File: src/shared/rpu_pkg.sv
// How it works
// - Block muxes patch words into the ROM controller read data path.
// - Eight entries, each a 32-bit match address and 32-bit replacement word pair.
// - Valid bit sets by itself once the word is written after its address; a word written first does not set it.
// - Access address is compared against all eight entries in parallel.
// - Matching enabled entry drives its replacement word instead of ROM data.
// - Among several matching enabled entries the highest number wins.
// - Writing one to a disable strobe bit clears that entry's valid flag.
// - Writing one to an enable strobe bit sets that entry's valid flag.
// - All patch registers are slave registers on the AHB bus.
package rpu_pkg;
	localparam int          ENTRIES       = 8;
	localparam int          IDX_W         = 3;
	localparam logic [11:0] OFS_ENTRY_LO  = 12'h000;
	localparam logic [11:0] OFS_ENTRY_HI  = 12'h03C;
	localparam logic [11:0] OFS_VALID     = 12'h040;
	localparam logic [11:0] OFS_DISABLE   = 12'h044;
	localparam logic [11:0] OFS_ENABLE    = 12'h048;
	localparam logic [7:0]  VALID_RESET   = 8'h00;
	localparam logic [31:0] WORD_RESET    = 32'h0000_0000;
	localparam int          DATA_SEL_BIT  = 2;
	typedef enum logic [1:0] {
		RPU_AH_IDLE  = 2'b00,
		RPU_AH_WRITE = 2'b01,
		RPU_AH_READ  = 2'b10
	} rpu_phase_type;
endpackage

File: src/shared/rpu_match_if.sv
`timescale 1ns/1ps
interface rpu_match_if;
	logic [31:0] addr  [8];
	logic [7:0]  valid;
	logic [31:0] lookup;
	logic        hit;
	logic [2:0]  hit_idx;
	modport regs (output addr, output valid, output lookup, input hit, input hit_idx);
	modport cmp  (input addr, input valid, input lookup, output hit, output hit_idx);
endinterface

File: src/rtl/rpu_match.sv
`timescale 1ns/1ps
module rpu_match (
	rpu_match_if.cmp m
);
	logic [7:0] eq;

	genvar g;
	generate
		for (g = 0; g < rpu_pkg::ENTRIES; g++) begin : g_cmp
			assign eq[g] = m.valid[g] && (m.addr[g] == m.lookup);
		end
	endgenerate

	// Ascending scan so the last hit, the highest entry, wins
	always_comb begin
		m.hit     = 1'b0;
		m.hit_idx = 3'h0;
		for (int i = 0; i < rpu_pkg::ENTRIES; i++) begin
			if (eq[i]) begin
				m.hit     = 1'b1;
				m.hit_idx = 3'(i);
			end
		end
	end
endmodule

File: src/rtl/rpu_top.sv
`timescale 1ns/1ps
module rpu_top (
	input  wire logic        mclk_i,
	input  wire logic        reset_n_i,
	input  wire logic        hsel_i,
	input  wire logic [31:0] haddr_i,
	input  wire logic [1:0]  htrans_i,
	input  wire logic        hwrite_i,
	input  wire logic [31:0] hwdata_i,
	input  wire logic        hready_i,
	output logic      [31:0] hrdata_o,
	output logic             hreadyout_o,
	output logic             hresp_o,
	input  wire logic        rom_sel_i,
	input  wire logic [31:0] rom_rdata_i,
	output logic      [31:0] rom_rdata_o
);
	rpu_match_if mif ();

	logic [31:0]                 addr_q     [8];
	logic [31:0]                 next_addr  [8];
	logic [31:0]                 word_q     [8];
	logic [31:0]                 next_word  [8];
	logic [7:0]                  valid_q;
	logic [7:0]                  next_valid;
	logic [7:0]                  addr_seen;
	logic [7:0]                  next_addr_seen;
	rpu_pkg::rpu_phase_type      phase;
	rpu_pkg::rpu_phase_type      next_phase;
	logic [11:0]                 ofs_q;
	logic [11:0]                 next_ofs;
	logic [31:0]                 hrdata;
	logic [31:0]                 next_hrdata;
	logic [31:0]                 rom_q;
	logic [31:0]                 next_rom;
	logic                        rom_pend;
	logic                        next_rom_pend;
	logic                        hit_q;
	logic                        next_hit_q;
	logic [2:0]                  hit_idx_q;
	logic [2:0]                  next_hit_idx_q;
	logic                        ready_q;
	logic                        next_ready;
	logic                        resp_q;
	logic                        next_resp;
	logic [7:0]                  entry_eq;

	rpu_match u_match (.m(mif.cmp));

	always_comb begin
		for (int i = 0; i < 8; i++) begin
			mif.addr[i] = addr_q[i];
		end
		mif.valid  = valid_q;
		mif.lookup = haddr_i;
	end

	wire         take   = hsel_i && hready_i && htrans_i[1];
	wire [2:0]   sel_ix = ofs_q[5:3];

	// Register access: address phase captured, data phase acted on
	always_comb begin
		next_addr      = addr_q;
		next_word      = word_q;
		next_valid     = valid_q;
		next_addr_seen = addr_seen;
		next_ofs       = ofs_q;
		next_hrdata    = hrdata;
		next_phase     = rpu_pkg::RPU_AH_IDLE;
		if (phase == rpu_pkg::RPU_AH_WRITE) begin
			if (ofs_q <= rpu_pkg::OFS_ENTRY_HI) begin
				if (ofs_q[rpu_pkg::DATA_SEL_BIT]) begin
					next_word[sel_ix] = hwdata_i;
					// Word written after its address completes the entry
					if (addr_seen[sel_ix]) begin
						next_valid[sel_ix]     = 1'b1;
						next_addr_seen[sel_ix] = 1'b0;
					end
				end else begin
					next_addr[sel_ix]      = hwdata_i;
					next_addr_seen[sel_ix] = 1'b1;
				end
			end else if (ofs_q == rpu_pkg::OFS_DISABLE) begin
				next_valid = valid_q & ~hwdata_i[7:0];
			end else if (ofs_q == rpu_pkg::OFS_ENABLE) begin
				next_valid = valid_q | hwdata_i[7:0];
			end
		end
		if (take) begin
			next_ofs   = {haddr_i[11:2], 2'b00};
			next_phase = hwrite_i ? rpu_pkg::RPU_AH_WRITE : rpu_pkg::RPU_AH_READ;
			// Read data is fetched now so it leaves a flop in the data phase
			// Next values forward a write still in its data phase to a back-to-back read
			next_hrdata = 32'h0000_0000;
			if ({haddr_i[11:2], 2'b00} <= rpu_pkg::OFS_ENTRY_HI) begin
				next_hrdata = haddr_i[rpu_pkg::DATA_SEL_BIT] ? next_word[haddr_i[5:3]] : next_addr[haddr_i[5:3]];
			end else if ({haddr_i[11:2], 2'b00} == rpu_pkg::OFS_VALID) begin
				next_hrdata = {24'h000000, next_valid};
			end
		end
	end

	// ROM path: the lookup happens in the address phase, the swap in the data phase
	always_comb begin
		next_rom_pend  = rom_sel_i && hready_i && htrans_i[1] && !hwrite_i;
		next_hit_q     = mif.hit;
		next_hit_idx_q = mif.hit_idx;
		next_rom       = rom_q;
		// Zero wait states and an OKAY answer always; held in flops so every output is registered
		next_ready     = 1'b1;
		next_resp      = 1'b0;
		// Extra flop stage costs one cycle of latency but keeps the output registered
		if (rom_pend) begin
			next_rom = hit_q ? word_q[hit_idx_q] : rom_rdata_i;
		end
	end

	always_ff @(posedge mclk_i or negedge reset_n_i) begin
		if (!reset_n_i) begin
			for (int i = 0; i < 8; i++) begin
				addr_q[i] <= rpu_pkg::WORD_RESET;
				word_q[i] <= rpu_pkg::WORD_RESET;
			end
			valid_q     <= rpu_pkg::VALID_RESET;
			addr_seen   <= rpu_pkg::VALID_RESET;
			phase       <= rpu_pkg::RPU_AH_IDLE;
			ofs_q       <= 12'h000;
			hrdata      <= 32'h0000_0000;
			rom_q       <= 32'h0000_0000;
			rom_pend    <= 1'b0;
			hit_q       <= 1'b0;
			hit_idx_q   <= 3'h0;
			ready_q     <= 1'b1;
			resp_q      <= 1'b0;
		end else begin
			addr_q      <= next_addr;
			word_q      <= next_word;
			valid_q     <= next_valid;
			addr_seen   <= next_addr_seen;
			phase       <= next_phase;
			ofs_q       <= next_ofs;
			hrdata      <= next_hrdata;
			rom_q       <= next_rom;
			rom_pend    <= next_rom_pend;
			hit_q       <= next_hit_q;
			hit_idx_q   <= next_hit_idx_q;
			ready_q     <= next_ready;
			resp_q      <= next_resp;
		end
	end

	assign hrdata_o    = hrdata;
	assign rom_rdata_o = rom_q;
	assign hreadyout_o = ready_q;
	assign hresp_o     = resp_q;

	// Independent per-entry match vector, so the priority checks do not lean on the scan itself
	generate
		for (genvar g = 0; g < rpu_pkg::ENTRIES; g++) begin : g_eq
			assign entry_eq[g] = valid_q[g] && (addr_q[g] == haddr_i);
		end
	endgenerate

	valid_sets_a: assert property (@(posedge mclk_i) disable iff (!reset_n_i)
		(phase == rpu_pkg::RPU_AH_WRITE && ofs_q <= rpu_pkg::OFS_ENTRY_HI && ofs_q[2] && addr_seen[sel_ix])
		|=> valid_q[$past(sel_ix)])
		else $error("entry not validated after address and word");
	disable_clears_a: assert property (@(posedge mclk_i) disable iff (!reset_n_i)
		(phase == rpu_pkg::RPU_AH_WRITE && ofs_q == rpu_pkg::OFS_DISABLE)
		|=> ((valid_q & $past(hwdata_i[7:0])) == 8'h00))
		else $error("disable strobe left entry valid");
	enable_sets_a: assert property (@(posedge mclk_i) disable iff (!reset_n_i)
		(phase == rpu_pkg::RPU_AH_WRITE && ofs_q == rpu_pkg::OFS_ENABLE)
		|=> ((valid_q & $past(hwdata_i[7:0])) == $past(hwdata_i[7:0])))
		else $error("enable strobe did not set entry");
	patch_swap_a: assert property (@(posedge mclk_i) disable iff (!reset_n_i)
		(rom_pend && hit_q) |=> (rom_rdata_o == $past(word_q[hit_idx_q])))
		else $error("patch word not substituted");
	rom_pass_a: assert property (@(posedge mclk_i) disable iff (!reset_n_i)
		(rom_pend && !hit_q) |=> (rom_rdata_o == $past(rom_rdata_i)))
		else $error("ROM data altered without a match");
	top_priority_a: assert property (@(posedge mclk_i) disable iff (!reset_n_i)
		(valid_q[7] && addr_q[7] == haddr_i) |-> (mif.hit && mif.hit_idx == 3'h7))
		else $error("entry 7 did not take priority");
	match_hit_a: assert property (@(posedge mclk_i) disable iff (!reset_n_i)
		(mif.hit) |-> (valid_q[mif.hit_idx] && addr_q[mif.hit_idx] == haddr_i))
		else $error("hit on invalid or unequal entry");
	lookup_delay_a: assert property (@(posedge mclk_i) disable iff (!reset_n_i)
		(rom_sel_i && hready_i && htrans_i[1] && !hwrite_i) |=> rom_pend)
		else $error("ROM read not tracked");
	valid_hold_a: assert property (@(posedge mclk_i) disable iff (!reset_n_i)
		(phase != rpu_pkg::RPU_AH_WRITE) |=> (valid_q == $past(valid_q)))
		else $error("valid flags changed without a register write");
	word_alone_a: assert property (@(posedge mclk_i) disable iff (!reset_n_i)
		(phase == rpu_pkg::RPU_AH_WRITE && ofs_q <= rpu_pkg::OFS_ENTRY_HI && ofs_q[rpu_pkg::DATA_SEL_BIT]
		&& !addr_seen[sel_ix]) |=> (valid_q == $past(valid_q)))
		else $error("word without address validated an entry");
	addr_store_a: assert property (@(posedge mclk_i) disable iff (!reset_n_i)
		(phase == rpu_pkg::RPU_AH_WRITE && ofs_q <= rpu_pkg::OFS_ENTRY_HI && !ofs_q[rpu_pkg::DATA_SEL_BIT])
		|=> (addr_q[$past(sel_ix)] == $past(hwdata_i)))
		else $error("match address not stored");
	word_store_a: assert property (@(posedge mclk_i) disable iff (!reset_n_i)
		(phase == rpu_pkg::RPU_AH_WRITE && ofs_q <= rpu_pkg::OFS_ENTRY_HI && ofs_q[rpu_pkg::DATA_SEL_BIT])
		|=> (word_q[$past(sel_ix)] == $past(hwdata_i)))
		else $error("replacement word not stored");
	unmapped_read_a: assert property (@(posedge mclk_i) disable iff (!reset_n_i)
		(take && !hwrite_i && {haddr_i[11:2], 2'b00} >= rpu_pkg::OFS_DISABLE) |=> (hrdata_o == 32'h0000_0000))
		else $error("write-only or unmapped offset read nonzero");
	miss_none_a: assert property (@(posedge mclk_i) disable iff (!reset_n_i)
		(entry_eq != 8'h00) |-> mif.hit)
		else $error("enabled matching entry missed");
	highest_hit_a: assert property (@(posedge mclk_i) disable iff (!reset_n_i)
		(mif.hit) |-> ((entry_eq >> mif.hit_idx) == 8'h01))
		else $error("a higher matching entry was passed over");
	rom_hold_a: assert property (@(posedge mclk_i) disable iff (!reset_n_i)
		(!rom_pend) |=> (rom_rdata_o == $past(rom_rdata_o)))
		else $error("ROM output changed without a ROM read");
endmodule

File: config.mk
export PLATFORM = sky130hd
export DESIGN_NAME = rpu_top
export DESIGN_NICKNAME = d
export VERILOG_FILES = /design/src/shared/rpu_pkg.sv /design/src/shared/rpu_match_if.sv /design/src/rtl/rpu_match.sv /design/src/rtl/rpu_top.sv
export SDC_FILE = /design/constraint.sdc
export NUM_CORES = 1
export LEC_CHECK = 0
export BUFFER_PORTS_ARGS = -buffer_cell sky130_fd_sc_hd__buf_2
export CAP_MARGIN = 15
export CORE_AREA = 5 5 251 253
export CTS_CLUSTER_DIAMETER = 100
export DETAILED_ROUTE_END_ITERATION = 7
export DIE_AREA = 0 0 256 258
export PLACE_DENSITY = 0.72
export SYNTH_ARGS = -nofsm -noshare
export SYNTH_HDL_FRONTEND = slang
export SYNTH_SLANG_ARGS = --single-unit
File: constraint.sdc
create_clock -name mclk_i -period 7.05 [get_ports mclk_i]
set_input_delay 0.3525 -clock mclk_i [delete_from_list [all_inputs] [get_ports mclk_i]]
set_output_delay 0.3525 -clock mclk_i [all_outputs]
set_load 0.05 [all_outputs]
==> flow_summary.ini, run 1 <==
[outcome]
status = complete, no violations

[placement]
gp_congestion = 1.04
hpwl_um = 75500
port_buffers = 166
dp_cells = 3584

[critical_path]
crit_start = ofs_q[3]
cp.required_ns = 7.50
cpMaxStageDelayCell = o31ai_1
critical_path_buf_inv_count = 1
crit_family = compound AO/OA/AOI/OAI gates
critPathLaunchType = flip-flop
crit_path_end_kind = flip-flop
path_class = reg -> reg
crit_chain = or3b_1, nor4_4, buf_4, mux2_2, nand2b_1, nor4b_1, o31ai_1, a21oi_1
cp.arrival_ns = 4.76
r2r_end = hrdata_o[12]
worst-path-max-fanout = 33
critPathMaxStageDelay_ns = 1.05
r2r-start = ofs_q[3]
rrSetupSlack_ns = 2.73
rr_worst_depth = 8

[detailed_routing]
totalWireLength_um = 115000
drtPass1Iterations = 6
avgViaCountPerCell = 6.80
drc = 0
drt-initial-drc-count = 3457
vias = 25200
detail-route-antenna-nets = 0
wl_per_cell_um = 31.0

[die]
io_pins = 170
dieArea_um2 = 66000
initial_core_util_pct = 54.2
coreArea_um2 = 60800
die_w_um = 256
num_rows = 91
die_y_um = 258

[global_route]
overflow = 0
grt_usage_pct = 34.0
antenna_found_initial = 14
grt_max_degree = 187
grt_pass1_wl_um = 169000
grt_pass1_vias = 25400

[worst_hold_path]
worstHoldPathCells = 2
worst_hold_path.endpoint = rom_pend
holdCritPathClass = in -> reg
hp-start = hready_i

[synthesis]
syn_nets = 2930
synth_area_um2 = 32900
synthCells = 2826
ys_seq_elements = 609
ys_warn_count = 0
syn_avg_cell_area_um2 = 11.7
ys_types = 78
synthTopCellsByArea = dfrtp_1 46%, mux2_2 17%, xnor2_1 5.3%, mux4_2 4.7%, mux2i_1 2.4%
synth_flop_cell = dfrtp_1
synth_enable_flop_cells = 0
synth_top_area_cell = dfrtp_1
async_flop_share_pct = 100
synth-seq-area-share_pct = 46.3
synth_top_area_share_pct = 46.3

[clock_tree]
postCtsSetupRepairBufs = 0
h-tree-depth = 3
path_clk_slew_ns = 0.06
clk-insertion-delay-late_ns = 0.61
cts.root.buffer_cell = clkbuf_16
tritoncts = built
clkSinkCount = 609
cts.path.max_buffers = 3
cts_made_buffers = 67

[timing]
whs_ns = 0.105
timing.final.crit_share_pct = 61.2
tns_ns = 0
fin_worst_skew_ns = 0.0285
drv_slew = 0
max_slew.worst_pin.slew_ns = 1.27
rsz0062_at_grt = no
max_slew_margin_pct = 14.9
hold_viol_final = 0
layout_min_cycle_time_ns = 4.32
fmax_ghz = 0.232
setup_viol = 0

[cells_and_area]
fin_util_pct = 60.1
syn2layout_area_growth_pct = 11.0
drive_gt1_share_pct = 32.4
final_cell_mix = 605 x dfrtp_1, 499 x mux2_2, 201 x xnor2_1
n_fill_cell = 4840
final_common_cell = dfrtp_1
instances_no_fill = 3708
final_nets = 2971

[flow_run]
drv_cap = 0

[power_and_ir_drop]
ir_worst_vdd_v = 0.000197
p_leak_nw = 15.1
power.density_nw_per_um2 = 237
stage by stage:
stage | cell area (um2) | setup WS (ns) | total power [mW]
floorplan | 32900 | 4.17 | 4.64
global placement | 34300 | 3.02 | 5.06
detailed placement | 34300 | 3.03 | 5.10
CTS | 36500 | 2.94 | 8.65
global route | 36600 | 2.70 | 8.90
finish | 36600 | 2.73 | 8.66
power by group:
part / internal (mW) / switching, mW
clock: 2.11 / 1.48
combinational: 0.431 / 0.822
sequential: 3.68 / 0.139
total: 6.22 / 2.44
sequential cells by signal, summed over array words and instances (netlist names), named ones only:
register / count
rom_rdata_o: 32
mif.valid: 8
hrdata_o: 32
rom_pend: 1
phase: 2
hit_q: 1
hit_idx_q: 3
addr_q: 256
word_q: 256
ofs_q: 10
cells by family (layout without fill, tap and decap cells):
| group | Yosys count | after routing | synth area share, % |
|---|---|---|---|
| mux | 655 | 655 | 24.5 |
| simple gates | 648 | 648 | 10.6 |
| flops | 609 | 609 | 46.3 |
| compound gates | 391 | 391 | 8.59 |
| buf+inv | 264 | 353 | 3.22 |
| xor+xnor | 257 | 257 | 6.83 |
| other cells | 2 | 5 | 0.0228 |
how the worst max path moves through the flow:
stage / end / slack (ns) / cells after the start
floorplan: hrdata_o[5] / 4.17 / 9
global placement: hrdata_o[12] / 3.02 / 8
detailed placement: hrdata_o[12] / 3.03 / 8
CTS: hrdata_o[12] / 2.94 / 8
global route: hrdata_o[18] / 2.70 / 8
finish: hrdata_o[12] / 2.73 / 8
metal layers:
layer	global-route usage (%)	up-vias	part of all wire (%)
met5	0	-	0.077
met4	18.0	12	6.1
met3	8.42	332	11
met2	51.8	1506	45
met1	45.2	12900	39
li1	-	10400	-
what timing repair did:
item	in CTS	in global routing
hold endpoints to repair	87	0
gates resized for setup	0	0
hold buffers	2	0
Yosys cell counts (56+ instances only):
cell type and number:
clkbuf_1 200, o211ai_1 57, mux4_2 69, mux2_2 499, xor2_1 56, dfrtp_1 609, a21oi_1 74, nand2_1 197
nand2b_1 78, nor2_1 97, xnor2_1 201, nand4_1 65, mux2i_1 80
area by class of cell:
| class | instances | area [um2] | share of cell area (%) |
|---|---|---|---|
| inverters | 13 | 48.8 | 0.133 |
| diodes | 3 | 7.51 | 0.0205 |
| clock buffers | 100 | 1990 | 5.45 |
| multi-input cells | 1953 | 16700 | 45.7 |
| well taps | 790 | 988 | 2.70 |
| repair buffers | 223 | 1330 | 3.65 |
| clock inverters | 17 | 221 | 0.606 |
| flip-flops and latches | 609 | 15200 | 41.7 |
Power figures use the tool's default switching activity.
==> run 2: changes to the inputs <==
--- a/config.mk
+++ b/config.mk
@@ -11,7 +11,7 @@
 export CTS_CLUSTER_DIAMETER = 100
 export DETAILED_ROUTE_END_ITERATION = 7
 export DIE_AREA = 0 0 256 258
-export PLACE_DENSITY = 0.72
+export PLACE_DENSITY = 0.75
 export SYNTH_ARGS = -nofsm -noshare
 export SYNTH_HDL_FRONTEND = slang
 export SYNTH_SLANG_ARGS = --single-unit
==> constraint.sdc (replaced) <==
create_clock -name mclk_i -period 3.7 [get_ports mclk_i]
set_input_delay 0.185 -clock mclk_i [delete_from_list [all_inputs] [get_ports mclk_i]]
set_output_delay 0.185 -clock mclk_i [all_outputs]
set_load 0.05 [all_outputs]
==> flow_summary.ini, run 2 (synthesis results as in run 1) <==
[critical_path]
cpMaxStageDelayCell = or4_4
cp.arrival_ns = 3.92
critPathLaunchType = flip-flop
rrSetupSlack_ns = 0.25
r2r_end = hrdata_o[0]
worst-path-max-fanout = 28
crit_path_end_kind = flip-flop
critical_path_buf_inv_count = 2
rr_worst_depth = 8
critPathMaxStageDelay_ns = 0.57
crit_chain = or4_4, buf_4, nor4_2, buf_12, mux2_2, mux4_2, mux2i_1, o31ai_1
cp.required_ns = 4.17
crit_family = multiplexers
r2r-start = ofs_q[8]
path_class = reg -> reg

[timing]
layout_min_cycle_time_ns = 3.45
hold_viol_final = 0
fmax_ghz = 0.290
fin_worst_skew_ns = 0.0388
whs_ns = 0.0303
drv_slew = 0
max_slew.worst_pin.slew_ns = 1.10
rsz0062_at_grt = no
tns_ns = 0
max_slew_margin_pct = 26.9
setup_viol = 0
timing.final.crit_share_pct = 93.3

[global_route]
grt_pass1_wl_um = 175000
antenna_found_initial = 11
grt_usage_pct = 34.8
grt_pass1_vias = 26800
grt_max_degree = 123
overflow = 0

[die]
dieArea_um2 = 66000
num_rows = 91
initial_core_util_pct = 54.2
die_w_um = 256
die_y_um = 258
coreArea_um2 = 60800
io_pins = 170

[flow_run]
drv_cap = 0

[clock_tree]
cts_made_buffers = 68
ctsResizeCount = 0
tritoncts = built
cts.root.buffer_cell = clkbuf_16
path_clk_slew_ns = 0.06
clk-insertion-delay-late_ns = 0.63
h-tree-depth = 3
clkSinkCount = 609
cts.path.max_buffers = 3

[cells_and_area]
drive_gt1_share_pct = 33.0
final_nets = 3086
stdcell_area_um2 = 37600
reg_top3 = addr_q: 256 flops, word_q: 256 flops
n_fill_cell = 4707
final_common_cell = dfrtp_1
final_cell_mix = 605 x dfrtp_1, 499 x mux2_2, 201 x xnor2_1
syn2layout_area_growth_pct = 14.2

[detailed_routing]
drt-initial-drc-count = 3405
drc = 0
totalWireLength_um = 117000
detail-route-antenna-nets = 0
wl_per_cell_um = 30.7
vias = 26000
drtPass1Iterations = 6
avgViaCountPerCell = 6.81

[worst_hold_path]
worst_hold_path.endpoint = word_q[28]
worstHoldPathCells = 3
hp-start = hwdata_i[28]
holdCritPathClass = in -> reg

[power_and_ir_drop]
ir_worst_vdd_v = 0.000303
p_leak_nw = 15.7
power.density_nw_per_um2 = 438

[placement]
placed_area_um2 = 34900
hpwl_um = 79700
port_buffers = 166
gp_congestion = 0.984

[outcome]
status = complete, no violations
[run 2: cell types whose count changed in the layout (fill, tap and decap cells not counted), sizes merged]
cell	previous run	this run
inv	16	15
buf	220	281
bufinv	4	2
dlygate4sd3	2	56
clkbuf	101	94
diode	3	5
clkinv	9	14
clkinvlp	1	2
[run 2: timing repair]
item	in CTS	in global routing
hold buffers	56	0
buffers inserted	0	0
endpoints found under the hold margin	173	0
[run 2: layout make-up]
cell class / instances / area [um2] / area share, %
Clock buffer: 94 / 1930 / 5.13
Inverter: 13 / 48.8 / 0.130
Clock inverter: 20 / 233 / 0.618
Sequential cell: 609 / 15200 / 40.5
Timing Repair Buffer: 337 / 2480 / 6.60
Tap cell: 790 / 988 / 2.63
Antenna cell: 5 / 12.5 / 0.0332
Multi-Input combinational cell: 1953 / 16700 / 44.4
[run 2: worst max path at each step]
stage	startpoint	cells after the start	endpoint
6_report	ofs_q[8]	8	hrdata_o[0]
5_1_grt	ofs_q[8]	8	hrdata_o[0]
3_5_place_dp	ofs_q[8]	8	hrdata_o[0]
2_1_floorplan	ofs_q[7]	9	hrdata_o[5]
4_1_cts	ofs_q[8]	8	hrdata_o[0]
3_3_place_gp	ofs_q[8]	8	hrdata_o[14]
[run 2: per-stage QoR]
step           power [mW]  util (%)  cells  setup slack, ns
6_report             16.5      61.9   3821            0.249
4_1_cts              16.4      61.9   3816            0.335
3_5_place_dp         9.76      57.4   3646            0.359
3_3_place_gp         9.68      57.4   3646            0.387
2_1_floorplan        8.83         -   2826            0.820
5_1_grt              16.9      61.9   3817            0.143
[run 2: layer usage]
layer | global-route usage (%) | share of wire, %
met5 | 0 | 0.039
met4 | 19.9 | 6.6
met3 | 8.82 | 11
met2 | 53.6 | 45
met1 | 45.3 | 38
[run 2: worst reg2reg max path, cell delays in order, from the launching register on]
cell	delay (ns)
dfrtp_1	0.45
or4_4	0.57
buf_4	0.21
nor4_2	0.43
buf_12	0.27
mux2_2	0.40
mux4_2	0.47
mux2i_1	0.41
o31ai_1	0.12
[run 2: report_power, final]
part	leakage, nW	internal [mW]	total (mW)	switching, mW
clock network	1.06	3.81	6.70	2.89
logic	7.35	0.888	2.50	1.61
registers	7.27	7.02	7.27	0.256
